<file path="src/hw/io_pin_consts.svh">
// Purpose: Offsets, field positions and reset values of the pin control block.
// Assumes: Byte-wide registers on a plain strobe port with an 8-bit address.
// Notes: Definitions only.
`ifndef IO_PIN_CONSTS_SVH
`define IO_PIN_CONSTS_SVH

// ****************************************
// Register offsets
// ****************************************
`define OFS_PORT_B_PINS 8'h00
`define OFS_PORT_B_LAT 8'h01
`define OFS_PORT_B_DIR 8'h02
`define OFS_PORT_D_PINS 8'h03
`define OFS_PORT_D_LAT 8'h04
`define OFS_PORT_D_DIR 8'h05
`define OFS_PORT_E_PINS 8'h06
`define OFS_PORT_E_LAT 8'h07
`define OFS_PORT_E_DIR 8'h08
`define OFS_PORT_J_PINS 8'h09
`define OFS_PORT_J_LAT 8'h0A
`define OFS_PORT_J_DIR 8'h0B
`define OFS_SEVENTH_PINS 8'h0C
`define OFS_SEVENTH_LAT 8'h0D
`define OFS_SEVENTH_DIR 8'h0E
`define OFS_INTERRUPT_CTRL_TWO 8'h10
`define OFS_WATCHDOG_CTRL 8'h11
`define OFS_SHARED_A 8'h12
`define OFS_SHARED_B 8'h13
`define OFS_SHARED_C 8'h14
`define OFS_SECOND_TIMER 8'h15

// ****************************************
// Field positions
// ****************************************
`define BIT_PULLUP_B 7
`define BIT_PULLUP_D 7
`define BIT_PULLUP_E 6
`define BIT_PULLUP_J 5
`define BIT_SHARED_BANK 4
`define BIT_TTL_SELECT 0

// ****************************************
// Reset values and implemented masks
// ****************************************
`define RST_DIR 8'hFF
`define RST_ZERO 8'h00
`define MASK_CAPTURE_OD 8'h1F
`define MASK_SERIAL_OD 8'h03
`define MASK_SPI_OD 8'h03
`define MASK_PAD_CFG 8'h01
`define MASK_SEVENTH_LOW 8'h1F

`endif

</file>
<file path="src/hw/io_pin_pkg.sv">
// Purpose: Types of the pin control block.
// Assumes: Nothing beyond the constants header.
// Notes: Types only.
package io_pin_pkg;
  typedef logic [7:0] byte_t;
  typedef enum logic [1:0] {
    PORT_B = 2'h0,
    PORT_D = 2'h1,
    PORT_E = 2'h2,
    PORT_J = 2'h3
  } pullup_port_t;
endpackage

</file>
<file path="src/hw/io_pin_control.sv">
// Purpose: General purpose pin control with pull-ups, open-drain and pad select.
// Assumes: Pins and peripheral outputs synchronous to clk_in.
// Notes: Shared addresses reach the timer registers unless the bank bit is set.
//
// The register addresses and the address-and-strobe port were left to the implementer.
`timescale 1ns/1ps
`include "io_pin_consts.svh"

module io_pin_control #(
  parameter bit LARGE_PACKAGE = 1'b1
) (
  // Clock and reset
  input wire logic clk_in,
  input wire logic rst_n_in,
  // Register port
  input wire logic [7:0] addr_in,
  input wire logic [7:0] wdata_in,
  input wire logic wr_in,
  input wire logic rd_in,
  output logic [7:0] rdata_out,
  // Pins of the four pull-up ports
  input wire logic [31:0] pin_in,
  output logic [31:0] pin_out,
  output logic [31:0] pin_oe_out,
  output logic [3:0] pullup_en_out,
  // Seventh port pins
  input wire logic [4:0] seventh_pin_in,
  output logic [4:0] seventh_pin_out,
  output logic [4:0] seventh_pin_oe_out,
  // Peripheral takeover on the four ports
  input wire logic [31:0] periph_en_in,
  input wire logic [31:0] periph_data_in,
  input wire logic [31:0] periph_oe_in,
  // Open-drain peripheral outputs: cc5,cc4,ecc3..1,serial2,1,sdo2,1
  input wire logic [8:0] od_periph_data_in,
  output logic [8:0] od_pin_out,
  output logic [8:0] od_pin_oe_out,
  // Parallel port input buffer select
  output logic parallel_ttl_select_out,
  // Timer side of the shared addresses
  output logic [1:0] timer_sel_out,
  output logic timer_wr_out,
  input wire logic [7:0] timer_rdata_in
);

  // ****************************************
  // Register state
  // ****************************************
  io_pin_pkg::byte_t lat_reg [4];
  io_pin_pkg::byte_t dir_reg [4];
  logic [4:0] seventh_lat_reg;
  logic [4:0] seventh_dir_reg;
  logic [2:0] seventh_pu_reg;
  logic pullup_en_b_reg;
  io_pin_pkg::byte_t watchdog_ctrl_reg;
  io_pin_pkg::byte_t capture_od_reg;
  io_pin_pkg::byte_t serial_od_reg;
  io_pin_pkg::byte_t spi_od_reg;
  io_pin_pkg::byte_t pad_cfg_reg;
  io_pin_pkg::byte_t rdata_reg;

  // ****************************************
  // Decode
  // ****************************************
  wire shared_bank_select = watchdog_ctrl_reg[`BIT_SHARED_BANK];
  wire [3:0] port_idx_raw = (addr_in < `OFS_SEVENTH_PINS) ? addr_in[3:0] / 4'h3 : 4'h0;
  wire [1:0] port_idx = port_idx_raw[1:0];
  wire [3:0] port_sub = (addr_in < `OFS_SEVENTH_PINS) ? addr_in[3:0] % 4'h3 : 4'h0;
  wire in_port = addr_in < `OFS_SEVENTH_PINS;
  wire hit_pins = in_port && port_sub == 4'h0;
  wire hit_lat = in_port && port_sub == 4'h1;
  wire hit_dir = in_port && port_sub == 4'h2;
  wire hit_shared = addr_in >= `OFS_SHARED_A && addr_in <= `OFS_SECOND_TIMER;
  wire cfg_access = hit_shared && shared_bank_select;
  wire [7:0] port_pins_rd = pin_in[port_idx*8 +: 8];
  wire [3:0] pullup_en = {seventh_pu_reg[0] & LARGE_PACKAGE, seventh_pu_reg[1],
    seventh_pu_reg[2], pullup_en_b_reg};

  // ****************************************
  // Address hits and write strobes
  // ****************************************
  wire hit_seventh_pins = addr_in == `OFS_SEVENTH_PINS;
  wire hit_seventh_lat = addr_in == `OFS_SEVENTH_LAT;
  wire hit_seventh_dir = addr_in == `OFS_SEVENTH_DIR;
  wire hit_intr_two = addr_in == `OFS_INTERRUPT_CTRL_TWO;
  wire hit_watchdog = addr_in == `OFS_WATCHDOG_CTRL;
  wire hit_capture_od = addr_in == `OFS_SHARED_A;
  wire hit_serial_od = addr_in == `OFS_SHARED_B;
  wire hit_spi_od = addr_in == `OFS_SHARED_C;
  wire hit_pad_cfg = addr_in == `OFS_SECOND_TIMER;
  wire wr_port_lat = wr_in && (hit_pins || hit_lat);
  wire wr_port_dir = wr_in && hit_dir;
  wire wr_seventh_lat = wr_in && (hit_seventh_pins || hit_seventh_lat);
  wire wr_seventh_pu = wr_in && hit_seventh_pins;
  wire wr_seventh_dir = wr_in && hit_seventh_dir;
  wire wr_pullup_b = wr_in && hit_intr_two;
  wire wr_watchdog = wr_in && hit_watchdog;
  wire wr_capture_od = wr_in && cfg_access && hit_capture_od;
  wire wr_serial_od = wr_in && cfg_access && hit_serial_od;
  wire wr_spi_od = wr_in && cfg_access && hit_spi_od;
  wire wr_pad_cfg = wr_in && cfg_access && hit_pad_cfg;

  // ****************************************
  // Register storage
  // ****************************************
  // Pins and latch addresses of each port share the latch strobe, gated by the port index.
  genvar p;
  generate
    for (p = 0; p < 4; p++) begin : g_port_regs
      wire port_hit = port_idx == 2'(p);
      field_reg #(
        .WIDTH(8),
        .RESET_VALUE(`RST_ZERO)
      ) i_lat (
        .clk_in(clk_in),
        .rst_n_in(rst_n_in),
        .wr_en_in(wr_port_lat && port_hit),
        .wdata_in(wdata_in),
        .value_out(lat_reg[p])
      );
      field_reg #(
        .WIDTH(8),
        .RESET_VALUE(`RST_DIR)
      ) i_dir (
        .clk_in(clk_in),
        .rst_n_in(rst_n_in),
        .wr_en_in(wr_port_dir && port_hit),
        .wdata_in(wdata_in),
        .value_out(dir_reg[p])
      );
    end
  endgenerate

  field_reg #(
    .WIDTH(5),
    .RESET_VALUE(5'(`RST_ZERO))
  ) i_seventh_lat (
    .clk_in(clk_in),
    .rst_n_in(rst_n_in),
    .wr_en_in(wr_seventh_lat),
    .wdata_in(wdata_in[4:0]),
    .value_out(seventh_lat_reg)
  );

  field_reg #(
    .WIDTH(5),
    .RESET_VALUE(5'(`RST_DIR))
  ) i_seventh_dir (
    .clk_in(clk_in),
    .rst_n_in(rst_n_in),
    .wr_en_in(wr_seventh_dir),
    .wdata_in(wdata_in[4:0]),
    .value_out(seventh_dir_reg)
  );

  field_reg #(
    .WIDTH(3),
    .RESET_VALUE(3'(`RST_ZERO))
  ) i_seventh_pu (
    .clk_in(clk_in),
    .rst_n_in(rst_n_in),
    .wr_en_in(wr_seventh_pu),
    .wdata_in(wdata_in[`BIT_PULLUP_D:`BIT_PULLUP_J]),
    .value_out(seventh_pu_reg)
  );

  field_reg #(
    .WIDTH(1),
    .RESET_VALUE(1'(`RST_ZERO))
  ) i_pullup_b (
    .clk_in(clk_in),
    .rst_n_in(rst_n_in),
    .wr_en_in(wr_pullup_b),
    .wdata_in(wdata_in[`BIT_PULLUP_B]),
    .value_out(pullup_en_b_reg)
  );

  field_reg #(
    .WIDTH(8),
    .RESET_VALUE(`RST_ZERO)
  ) i_watchdog (
    .clk_in(clk_in),
    .rst_n_in(rst_n_in),
    .wr_en_in(wr_watchdog),
    .wdata_in(wdata_in),
    .value_out(watchdog_ctrl_reg)
  );

  // ****************************************
  // Configuration behind the shared bank
  // ****************************************
  field_reg #(
    .WIDTH(8),
    .RESET_VALUE(`RST_ZERO)
  ) i_capture_od (
    .clk_in(clk_in),
    .rst_n_in(rst_n_in),
    .wr_en_in(wr_capture_od),
    .wdata_in(wdata_in & `MASK_CAPTURE_OD),
    .value_out(capture_od_reg)
  );

  field_reg #(
    .WIDTH(8),
    .RESET_VALUE(`RST_ZERO)
  ) i_serial_od (
    .clk_in(clk_in),
    .rst_n_in(rst_n_in),
    .wr_en_in(wr_serial_od),
    .wdata_in(wdata_in & `MASK_SERIAL_OD),
    .value_out(serial_od_reg)
  );

  field_reg #(
    .WIDTH(8),
    .RESET_VALUE(`RST_ZERO)
  ) i_spi_od (
    .clk_in(clk_in),
    .rst_n_in(rst_n_in),
    .wr_en_in(wr_spi_od),
    .wdata_in(wdata_in & `MASK_SPI_OD),
    .value_out(spi_od_reg)
  );

  field_reg #(
    .WIDTH(8),
    .RESET_VALUE(`RST_ZERO)
  ) i_pad_cfg (
    .clk_in(clk_in),
    .rst_n_in(rst_n_in),
    .wr_en_in(wr_pad_cfg),
    .wdata_in(wdata_in & `MASK_PAD_CFG),
    .value_out(pad_cfg_reg)
  );

  // ****************************************
  // Register reads
  // ****************************************
  // Seventh port read mixes pin levels low with stored pull-up enables high.
  wire [7:0] seventh_rd = {seventh_pu_reg[2:1], seventh_pu_reg[0] & LARGE_PACKAGE,
    seventh_pin_in};
  wire [7:0] cfg_rd = (addr_in == `OFS_SHARED_A) ? capture_od_reg :
    (addr_in == `OFS_SHARED_B) ? serial_od_reg :
    (addr_in == `OFS_SHARED_C) ? spi_od_reg : pad_cfg_reg;
  wire [7:0] read_mux =
    hit_pins ? port_pins_rd :
    hit_lat ? lat_reg[port_idx] :
    hit_dir ? dir_reg[port_idx] :
    (addr_in == `OFS_SEVENTH_PINS) ? seventh_rd :
    (addr_in == `OFS_SEVENTH_LAT) ? {3'h0, seventh_lat_reg} :
    (addr_in == `OFS_SEVENTH_DIR) ? {3'h0, seventh_dir_reg} :
    (addr_in == `OFS_INTERRUPT_CTRL_TWO) ? {pullup_en_b_reg, 7'h00} :
    (addr_in == `OFS_WATCHDOG_CTRL) ? watchdog_ctrl_reg :
    cfg_access ? cfg_rd :
    hit_shared ? timer_rdata_in : 8'h00;

  always_ff @(posedge clk_in or negedge rst_n_in) begin
    if (!rst_n_in) begin
      rdata_reg <= 8'h00;
    end else if (rd_in) begin
      rdata_reg <= read_mux;
    end
  end
  assign rdata_out = rdata_reg;

  // ****************************************
  // Timer side of shared addresses
  // ****************************************
  wire [7:0] shared_offset = addr_in - `OFS_SHARED_A;
  assign timer_sel_out = shared_offset[1:0];
  assign timer_wr_out = wr_in && hit_shared && !shared_bank_select;

  // ****************************************
  // Pin drivers
  // ****************************************
  // A taken-over pin follows its peripheral so software cannot fight it.
  genvar g;
  generate
    for (g = 0; g < 4; g++) begin : g_port
      wire [7:0] take_over = periph_en_in[g*8 +: 8];
      assign pin_out[g*8 +: 8] = (take_over & periph_data_in[g*8 +: 8]) |
        (~take_over & lat_reg[g]);
      assign pin_oe_out[g*8 +: 8] = (take_over & periph_oe_in[g*8 +: 8]) |
        (~take_over & ~dir_reg[g]);
    end
  endgenerate
  assign seventh_pin_out = seventh_lat_reg;
  assign seventh_pin_oe_out = ~seventh_dir_reg;
  assign pullup_en_out = pullup_en;

  // Pins with their open-drain bit set only pull low; a high is left to the external pull-up.
  wire [8:0] od_en = {capture_od_reg[4:0], serial_od_reg[1:0], spi_od_reg[1:0]};
  assign od_pin_out = od_periph_data_in & ~od_en;
  assign od_pin_oe_out = ~od_en | ~od_periph_data_in;

  assign parallel_ttl_select_out = pad_cfg_reg[`BIT_TTL_SELECT];

endmodule

// ****************************************
// Writable register field
// ****************************************
// A field stores every bit it is written; the shared-bank registers mask their writes so the rest never keep stray values.
module field_reg #(
  parameter int WIDTH = 8,
  parameter logic [WIDTH-1:0] RESET_VALUE = '0
) (
  // Clock and reset
  input wire logic clk_in,
  input wire logic rst_n_in,
  // Write side
  input wire logic wr_en_in,
  input wire logic [WIDTH-1:0] wdata_in,
  // Stored value
  output logic [WIDTH-1:0] value_out
);

  always_ff @(posedge clk_in or negedge rst_n_in) begin
    if (!rst_n_in) begin
      value_out <= RESET_VALUE;
    end else if (wr_en_in) begin
      value_out <= wdata_in;
    end
  end

endmodule

</file>
<file path="config.mk">
export PLATFORM = sky130hd
export DESIGN_NAME = io_pin_control
export DESIGN_NICKNAME = d
export VERILOG_FILES = /design/src/hw/io_pin_pkg.sv /design/src/hw/io_pin_control.sv
export VERILOG_INCLUDE_DIRS = /design/src /design/src/hw
export SDC_FILE = /design/constraint.sdc
export NUM_CORES = 1
export LEC_CHECK = 0
export BUFFER_PORTS_ARGS = -buffer_cell sky130_fd_sc_hd__buf_2
export CORE_MARGIN = 2
export CORE_UTILIZATION = 39
export CTS_CLUSTER_SIZE = 25
export DETAILED_ROUTE_END_ITERATION = 8
export HOLD_SLACK_MARGIN = 0.03
export PLACE_DENSITY = 0.69
export SLEW_MARGIN = 25
export SYNTH_ARGS = -nofsm -noshare
export SYNTH_HDL_FRONTEND = slang
export SYNTH_SLANG_ARGS = --single-unit
export TNS_END_PERCENT = 10
</file>
<file path="constraint.sdc">
create_clock -name clk_in -period 2.9 [get_ports clk_in]
set_input_delay 0.725 -clock clk_in [delete_from_list [all_inputs] [get_ports clk_in]]
set_output_delay 0.725 -clock clk_in [all_outputs]
set_load 0.01 [all_outputs]
</file>
## After elaboration in Yosys (flattened, before gate mapping)

Cells that the tools add are included.

- $add $sub $neg: 1
- Div/mod/pow operators: 2
- $lt $le $gt $ge: 4
- Equality and inequality tests: 14
- Shift-type cells: 1
- Multiplexer cells: 21
- Bitwise logic cells: 38
- Reductions and logical operators: 32

Operator list:

| kind | count |
|---|---|
| bitwise AND 8 bit | 16 |
| 2-to-1 mux 8 bit | 14 |
| inverter 8 bit | 8 |
| bitwise OR 8 bit | 8 |
| == test 8 x 5 -> 1 bit (second input constant) | 6 |
| binary-select mux 8 bit (select 2 bit) | 2 |
| variable part select 32 x 6 -> 8 bit | 1 |
| logical AND 1 bit | 27 |
| == test 8 x 4 -> 1 bit (second input constant) | 3 |
| inverter 9 bit | 2 |
| bitwise AND 9 bit | 1 |
| bitwise OR 9 bit | 1 |
| >= comparator 8 x 5 -> 1 bit (second input constant) | 1 |
| less-or-equal comparator 8 x 5 -> 1 bit (second input constant) | 1 |
| < comparator 8 x 4 -> 1 bit (second input constant) | 1 |
| 2-to-1 mux 2 bit | 3 |
| 2-to-1 mux 5 bit | 1 |
| inverter 5 bit | 1 |
| divider 4 x 2 -> 4 bit (second input constant) | 1 |
| == test 2 bit (second input constant) | 2 |
| == test 4 x 1 -> 1 bit (second input constant) | 1 |
| == test 4 x 2 -> 1 bit (second input constant) | 1 |
| zero test 4 bit | 1 |
| modulo 4 x 2 -> 4 bit (second input constant) | 1 |
| 8 further kinds | 9 |

- Bits in registers: 104
- Bits of input ports: 170
- Output and inout bits: 108

## Longest topological paths before layout

- Depth after elaboration: 13
- Gate-level depth with buffers: 16
- Depth with buffers taken out: 14

## By module

From an unflattened synthesis, not the netlist that was laid out.

- Cells, all modules: 726
- Area, all modules: 8,122.8 sq um

Modules (own cells, without submodules):

| module | times used | cells each | area each (sq um) |
|---|---|---|---|
| io_pin_control | 1 | 477 | 3,254.4 |
| field_reg at g_port_regs[0].i_lat ... | 9 | 17 | 331.6 |
| field_reg at g_port_regs[0].i_dir ... | 4 | 17 | 341.6 |
| field_reg at i_seventh_dir | 1 | 10 | 187.7 |
| field_reg at i_seventh_lat | 1 | 10 | 181.4 |
| field_reg at i_seventh_pu | 1 | 6 | 108.9 |
| field_reg at i_pullup_b | 1 | 2 | 40.0 |

## Worst setup path before layout

Ideal clock, no wire load.

- Path type: input to register
- Start: input port addr_in[3]
- End: register rdata_reg[0] (netlist: rdata_out[0])
- Setup time: 0.123 ns
- Arrival time: 3.659 ns
- Required time: 2.777 ns
- Setup slack: -0.882 ns
- Cell stages on the path: 16
- Cell sequence: nand2b_1 -> inv_1 -> ha_1 -> inv_1 -> ha_1 -> buf_2 -> nand2_1 -> o21ai_0 -> ha_1 -> o31ai_1 -> nor3b_1 -> a211o_1 -> buf_4 -> o21ai_1 -> or4_1 -> o221a_2

- Cells in the longest elaborated chain, start to end: 13

RTL lines:

| element | RTL line | RTL |
|---|---|---|
| from (decl) | io_pin_control.sv:16 | `input wire logic [7:0] addr_in,` |
| parallel branches: the longest is 12 deep, another holds divider 4 x 2 -> 4 bit | - |  |
| 2-to-1 mux 8 bit * | io_pin_control.sv:246 | `hit_pins ? port_pins_rd :` |
| to (signal assigned) | io_pin_control.sv:261 | `rdata_reg <= read_mux;` |
| to (decl) | io_pin_control.sv:60 | `io_pin_pkg::byte_t rdata_reg;` |

Mark *: on every way between the ends. The select of a mux whose other input is x is not followed.
A chain may end at the register's enable or synchronous reset.

## Worst setup path after layout

- Start: input port addr_in[3]
- End: register g_port_regs[3].i_dir.value_out[0]

- Cells in the longest elaborated chain, start to end: 6

RTL lines:

| element | RTL line | RTL |
|---|---|---|
| modulo 4 x 2 -> 4 bit or < comparator 8 x 4 -> 1 bit (tied branches) | - |  |
| 2-to-1 mux 4 bit | io_pin_control.sv:68 | `` wire [3:0] port_sub = (addr_in < `OFS_SEVENTH_PINS) ? addr_in[3:0] % 4'h3 : 4'h0; `` |
| == test 4 x 2 -> 1 bit | io_pin_control.sv:72 | `wire hit_dir = in_port && port_sub == 4'h2;` |
| logical AND 1 bit | io_pin_control.sv:72 |  |
| logical AND 1 bit | io_pin_control.sv:92 | `wire wr_port_dir = wr_in && hit_dir;` |
| logical AND 1 bit * | io_pin_control.sv:127 | `.wr_en_in(wr_port_dir && port_hit),` |
| to (signal assigned) | io_pin_control.sv:322 | `value_out <= wdata_in;` |
| to (decl) | io_pin_control.sv:315 | `output logic [WIDTH-1:0] value_out` |

Mark *: on every way between the ends. The rest lies on a longest branch, timed or not.

==> impl_metrics.toml <==
[floorplanning]
initial_core_util_pct = 39.90
core_sq_mm = 0.01652
die_w_microns = 134.0
top_level_ports = 278
die_h_microns = 134.0
rows = 47
die-area_sq_mm = 0.01796

[detailed_routing]
first_pass_iters = 5
ant_nets = 0
num_vias = 6679
drc = 0
vias_per_cell = 5.493
routed_wl_microns = 23190
drt_iter0_markers = 531
avgRoutedWirePerCell_microns = 19.07

[final_layout]
drive_gt1_share_pct = 62.55
nets = 1164
syn_to_final_growth_pct = 45.53
fillers = 1379
antenna_cells = 0

[synth]
synth.most_common_cell = "mux2_2"
ys_seq_elements = 104
synth.area.top_cells = "dfrtp_1, mux2_2, dfstp_2"
synthArstFlopShare_pct = 100.0
synthFlopType = "dfrtp_1"
yosysTopAreaCell = "dfrtp_1"
postSynthCellCount = 638
yosys-top-cells-count = "mux2_2, nand2_1, dfrtp_1"
syn_area_per_cell_sq_um = 10.33
ys_warn_count = 0
synth_cell_types = 68
synth_top_area_share_pct = 25.43
netlist_area_sq_mm = 0.006593
synth_enable_flop_cells = 0
syn_nets = 811
seq_area_frac_synth_pct = 40.18

[power_and_ir_drop]
power_density_mw_per_mm2 = 397.7
p_leak_nw = 4.707
irDropWorstVdd_v = 0.0002868

[timing]
slew_viol_final = 0
fmax_mhz = 325.6
finalHoldViolCount = 0
setup_viol = 72
holdWs_ns = 0.3611
fin_crit_ns = 3.071
tightest_slew_ns = 0.5570
rsz0062_at_grt = "true"
slew_headroom_pct = 62.87
fin_setup_tns_ns = -6.402
fin_crit_sh_pct = 105.9
worst_slack_ns = -0.1711
skew_ns = 0.01046

[worst_setup_path]
critPathBufInv = 3
slowest_delay_ns = 0.42
reg2regPathDepth = 6
slowest_stage = "a211o_4"
crit_cells = 15
cpMostUsedCell = "ha_4"
worstPathArrival_ns = 3.34
timing.rr.start = "i_watchdog.value_out[4]$_DFFE_PN0P_"
crit_type = "primary input to register"
path_cells = "buf_6 > nand2b_4 > inv_4 > ha_4 > inv_2 > ha_4 > or2_4 > o21ai_4 > ha_4 > o21ai_2 > a21o_1 > a211o_4 > nor2_8 > nand4_4 > mux2_4"
ff2ff_setup_slack_ns = 0.96
crit_path_start = "addr_in[3]"
cp-end-kind = "register"
cp.required_ns = 3.17
worstSetupEndpoint = "g_port_regs[3].i_dir.value_out[0]$_DFFE_PN1P_"
cp-start-kind = "primary input"
rr_endpoint = "rdata_out[1]$_DFFE_PN0P_"
path_max_fanout = 8
crit_family = "simple AND/OR/NAND/NOR gates"

[global_route]
grt_max_degree = 64
grt-ovfl-total = 0
grt_pass1_wl_microns = 34640
track_usage_pct = 24.75
grt_pass1_vias = 6444
antenna_found_initial = 0

[outcome]
violations = "setup timing"
status = "complete, but fails checks"

[placement]
gp_congestion = 0.8765
dp_worst_setup_slack_ns = -0.6982
dp_hpwl_microns = 18090
io_buffer_count = 277

[clock_network]
path_clk_slew_ns = 0.07
htreeDepth = 3
clock_sinks = 104
insertion_delay_ns = 0.35
cts_tree = "done"
clk_path_buf_depth = 2
cts_buffers = 9
root_buffer = "clkbuf_16"

[min_path]
hold_path.class = "primary input to asynchronous set/reset pin"

[run]
cap_violations = 0
power breakdown:
group          leakage (nW)  switching, mW  internal, mW  total, mW
logic                  3.25          0.469         0.474      0.943
registers              1.30         0.0603          1.53       1.59
clock network         0.155          0.592         0.690       1.28
timing repair:
action	4_1_cts	5_1_grt
resized for setup	22	43
hold buffers	0	0
buffers inserted	4	5
setup endpoints to repair	72	73
pin swaps	14	17
kinds of logic (layout without fill, tap and decap cells):
group                    after synthesis  after routing  synth area share [%]
AO/OA/AOI/OAI                        151            151                 16.09
XOR/XNOR                               2              2                0.2658
adder cells (fa/ha/maj)                3              3                0.5694
buffers and inverters                 50            408                 3.359
flip-flops                           104            104                 40.18
multiplexers                         150            150                 25.39
AND/OR/NAND/NOR                      178            178                 14.14
cell usage in the layout (no fill, tap or decap), drive strengths merged, types with 2 or more instances in the layout:
master	instances
a211o	2
a211oi	6
a21oi	11
a221oi	7
a222oi	4
a22o	5
a22oi	12
a31o	2
a31oi	3
a32oi	13
a41o	3
and2	3
and3	5
buf	378
clkbuf	9
clkinv	3
dfrtp	67
dfstp	37
ha	3
inv	17
mux2	135
mux2i	15
nand2	80
nand2b	6
nand3	10
nand4	7
nor2	26
nor2b	13
nor3	8
nor3b	2
nor4	5
o2111ai	3
o211ai	5
o21ai	60
o221a	2
o22ai	3
o31ai	3
or2	3
or4	2
or4b	2
layout make-up:
class | count | area, sq um | area share, %
Tap cell | 220 | 275.3 | 2.869
Inverter | 14 | 55.05 | 0.5738
Timing Repair Buffer | 378 | 2276 | 23.72
Clock inverter | 7 | 88.84 | 0.9259
Multi-Input combinational cell | 484 | 4025 | 41.95
Clock buffer | 9 | 225.2 | 2.347
Sequential cell | 104 | 2649 | 27.61
worst min path at each step:
| stage | from | end | slack [ns] | cells past startpoint |
|---|---|---|---|---|
| 2_1_floorplan | rst_n_in | g_port_regs[0].i_lat.value_out[0]$_DFFE_PN0P_ | 0.43 | 0 |
| 3_3_place_gp | i_watchdog.value_out[7]$_DFFE_PN0P_ | i_watchdog.value_out[7]$_DFFE_PN0P_ | 0.49 | 1 |
| 3_5_place_dp | i_watchdog.value_out[6]$_DFFE_PN0P_ | i_watchdog.value_out[6]$_DFFE_PN0P_ | 0.50 | 1 |
| 4_1_cts | rst_n_in | i_capture_od.value_out[2]$_DFFE_PN0P_ | 0.37 | 1 |
| 5_1_grt | rst_n_in | i_capture_od.value_out[2]$_DFFE_PN0P_ | 0.40 | 1 |
| 6_report | rst_n_in | i_capture_od.value_out[2]$_DFFE_PN0P_ | 0.36 | 1 |
flip-flops by register name, indices dropped and copies added (netlist names):
name,flops
g_port_regs.i_dir.value_out,32
g_port_regs.i_lat.value_out,32
i_watchdog.value_out,8
rdata_out,8
i_capture_od.value_out,5
i_seventh_dir.value_out,5
i_seventh_lat.value_out,5
i_seventh_pu.value_out,3
i_serial_od.value_out,2
i_spi_od.value_out,2
i_pad_cfg.value_out,1
i_pullup_b.value_out,1
per-layer routing:
metal / track usage (%) / wire [microns]
met5: 0 / 0
met4: 8.655 / 637
met3: 3.364 / 1468
met2: 41.71 / 11410
met1: 32.79 / 9672
per-stage QoR:
stage	area [sq um]	instances	utilization (%)	total power, mW
2_1_floorplan	6676	638	-	2.022
3_3_place_gp	8920	1191	53.98	2.459
3_5_place_dp	8920	1191	53.98	2.471
4_1_cts	9353	1211	56.60	3.771
5_1_grt	9594	1216	58.06	3.969
6_report	9594	1216	58.06	3.815
Power figures use the tool's default switching activity.
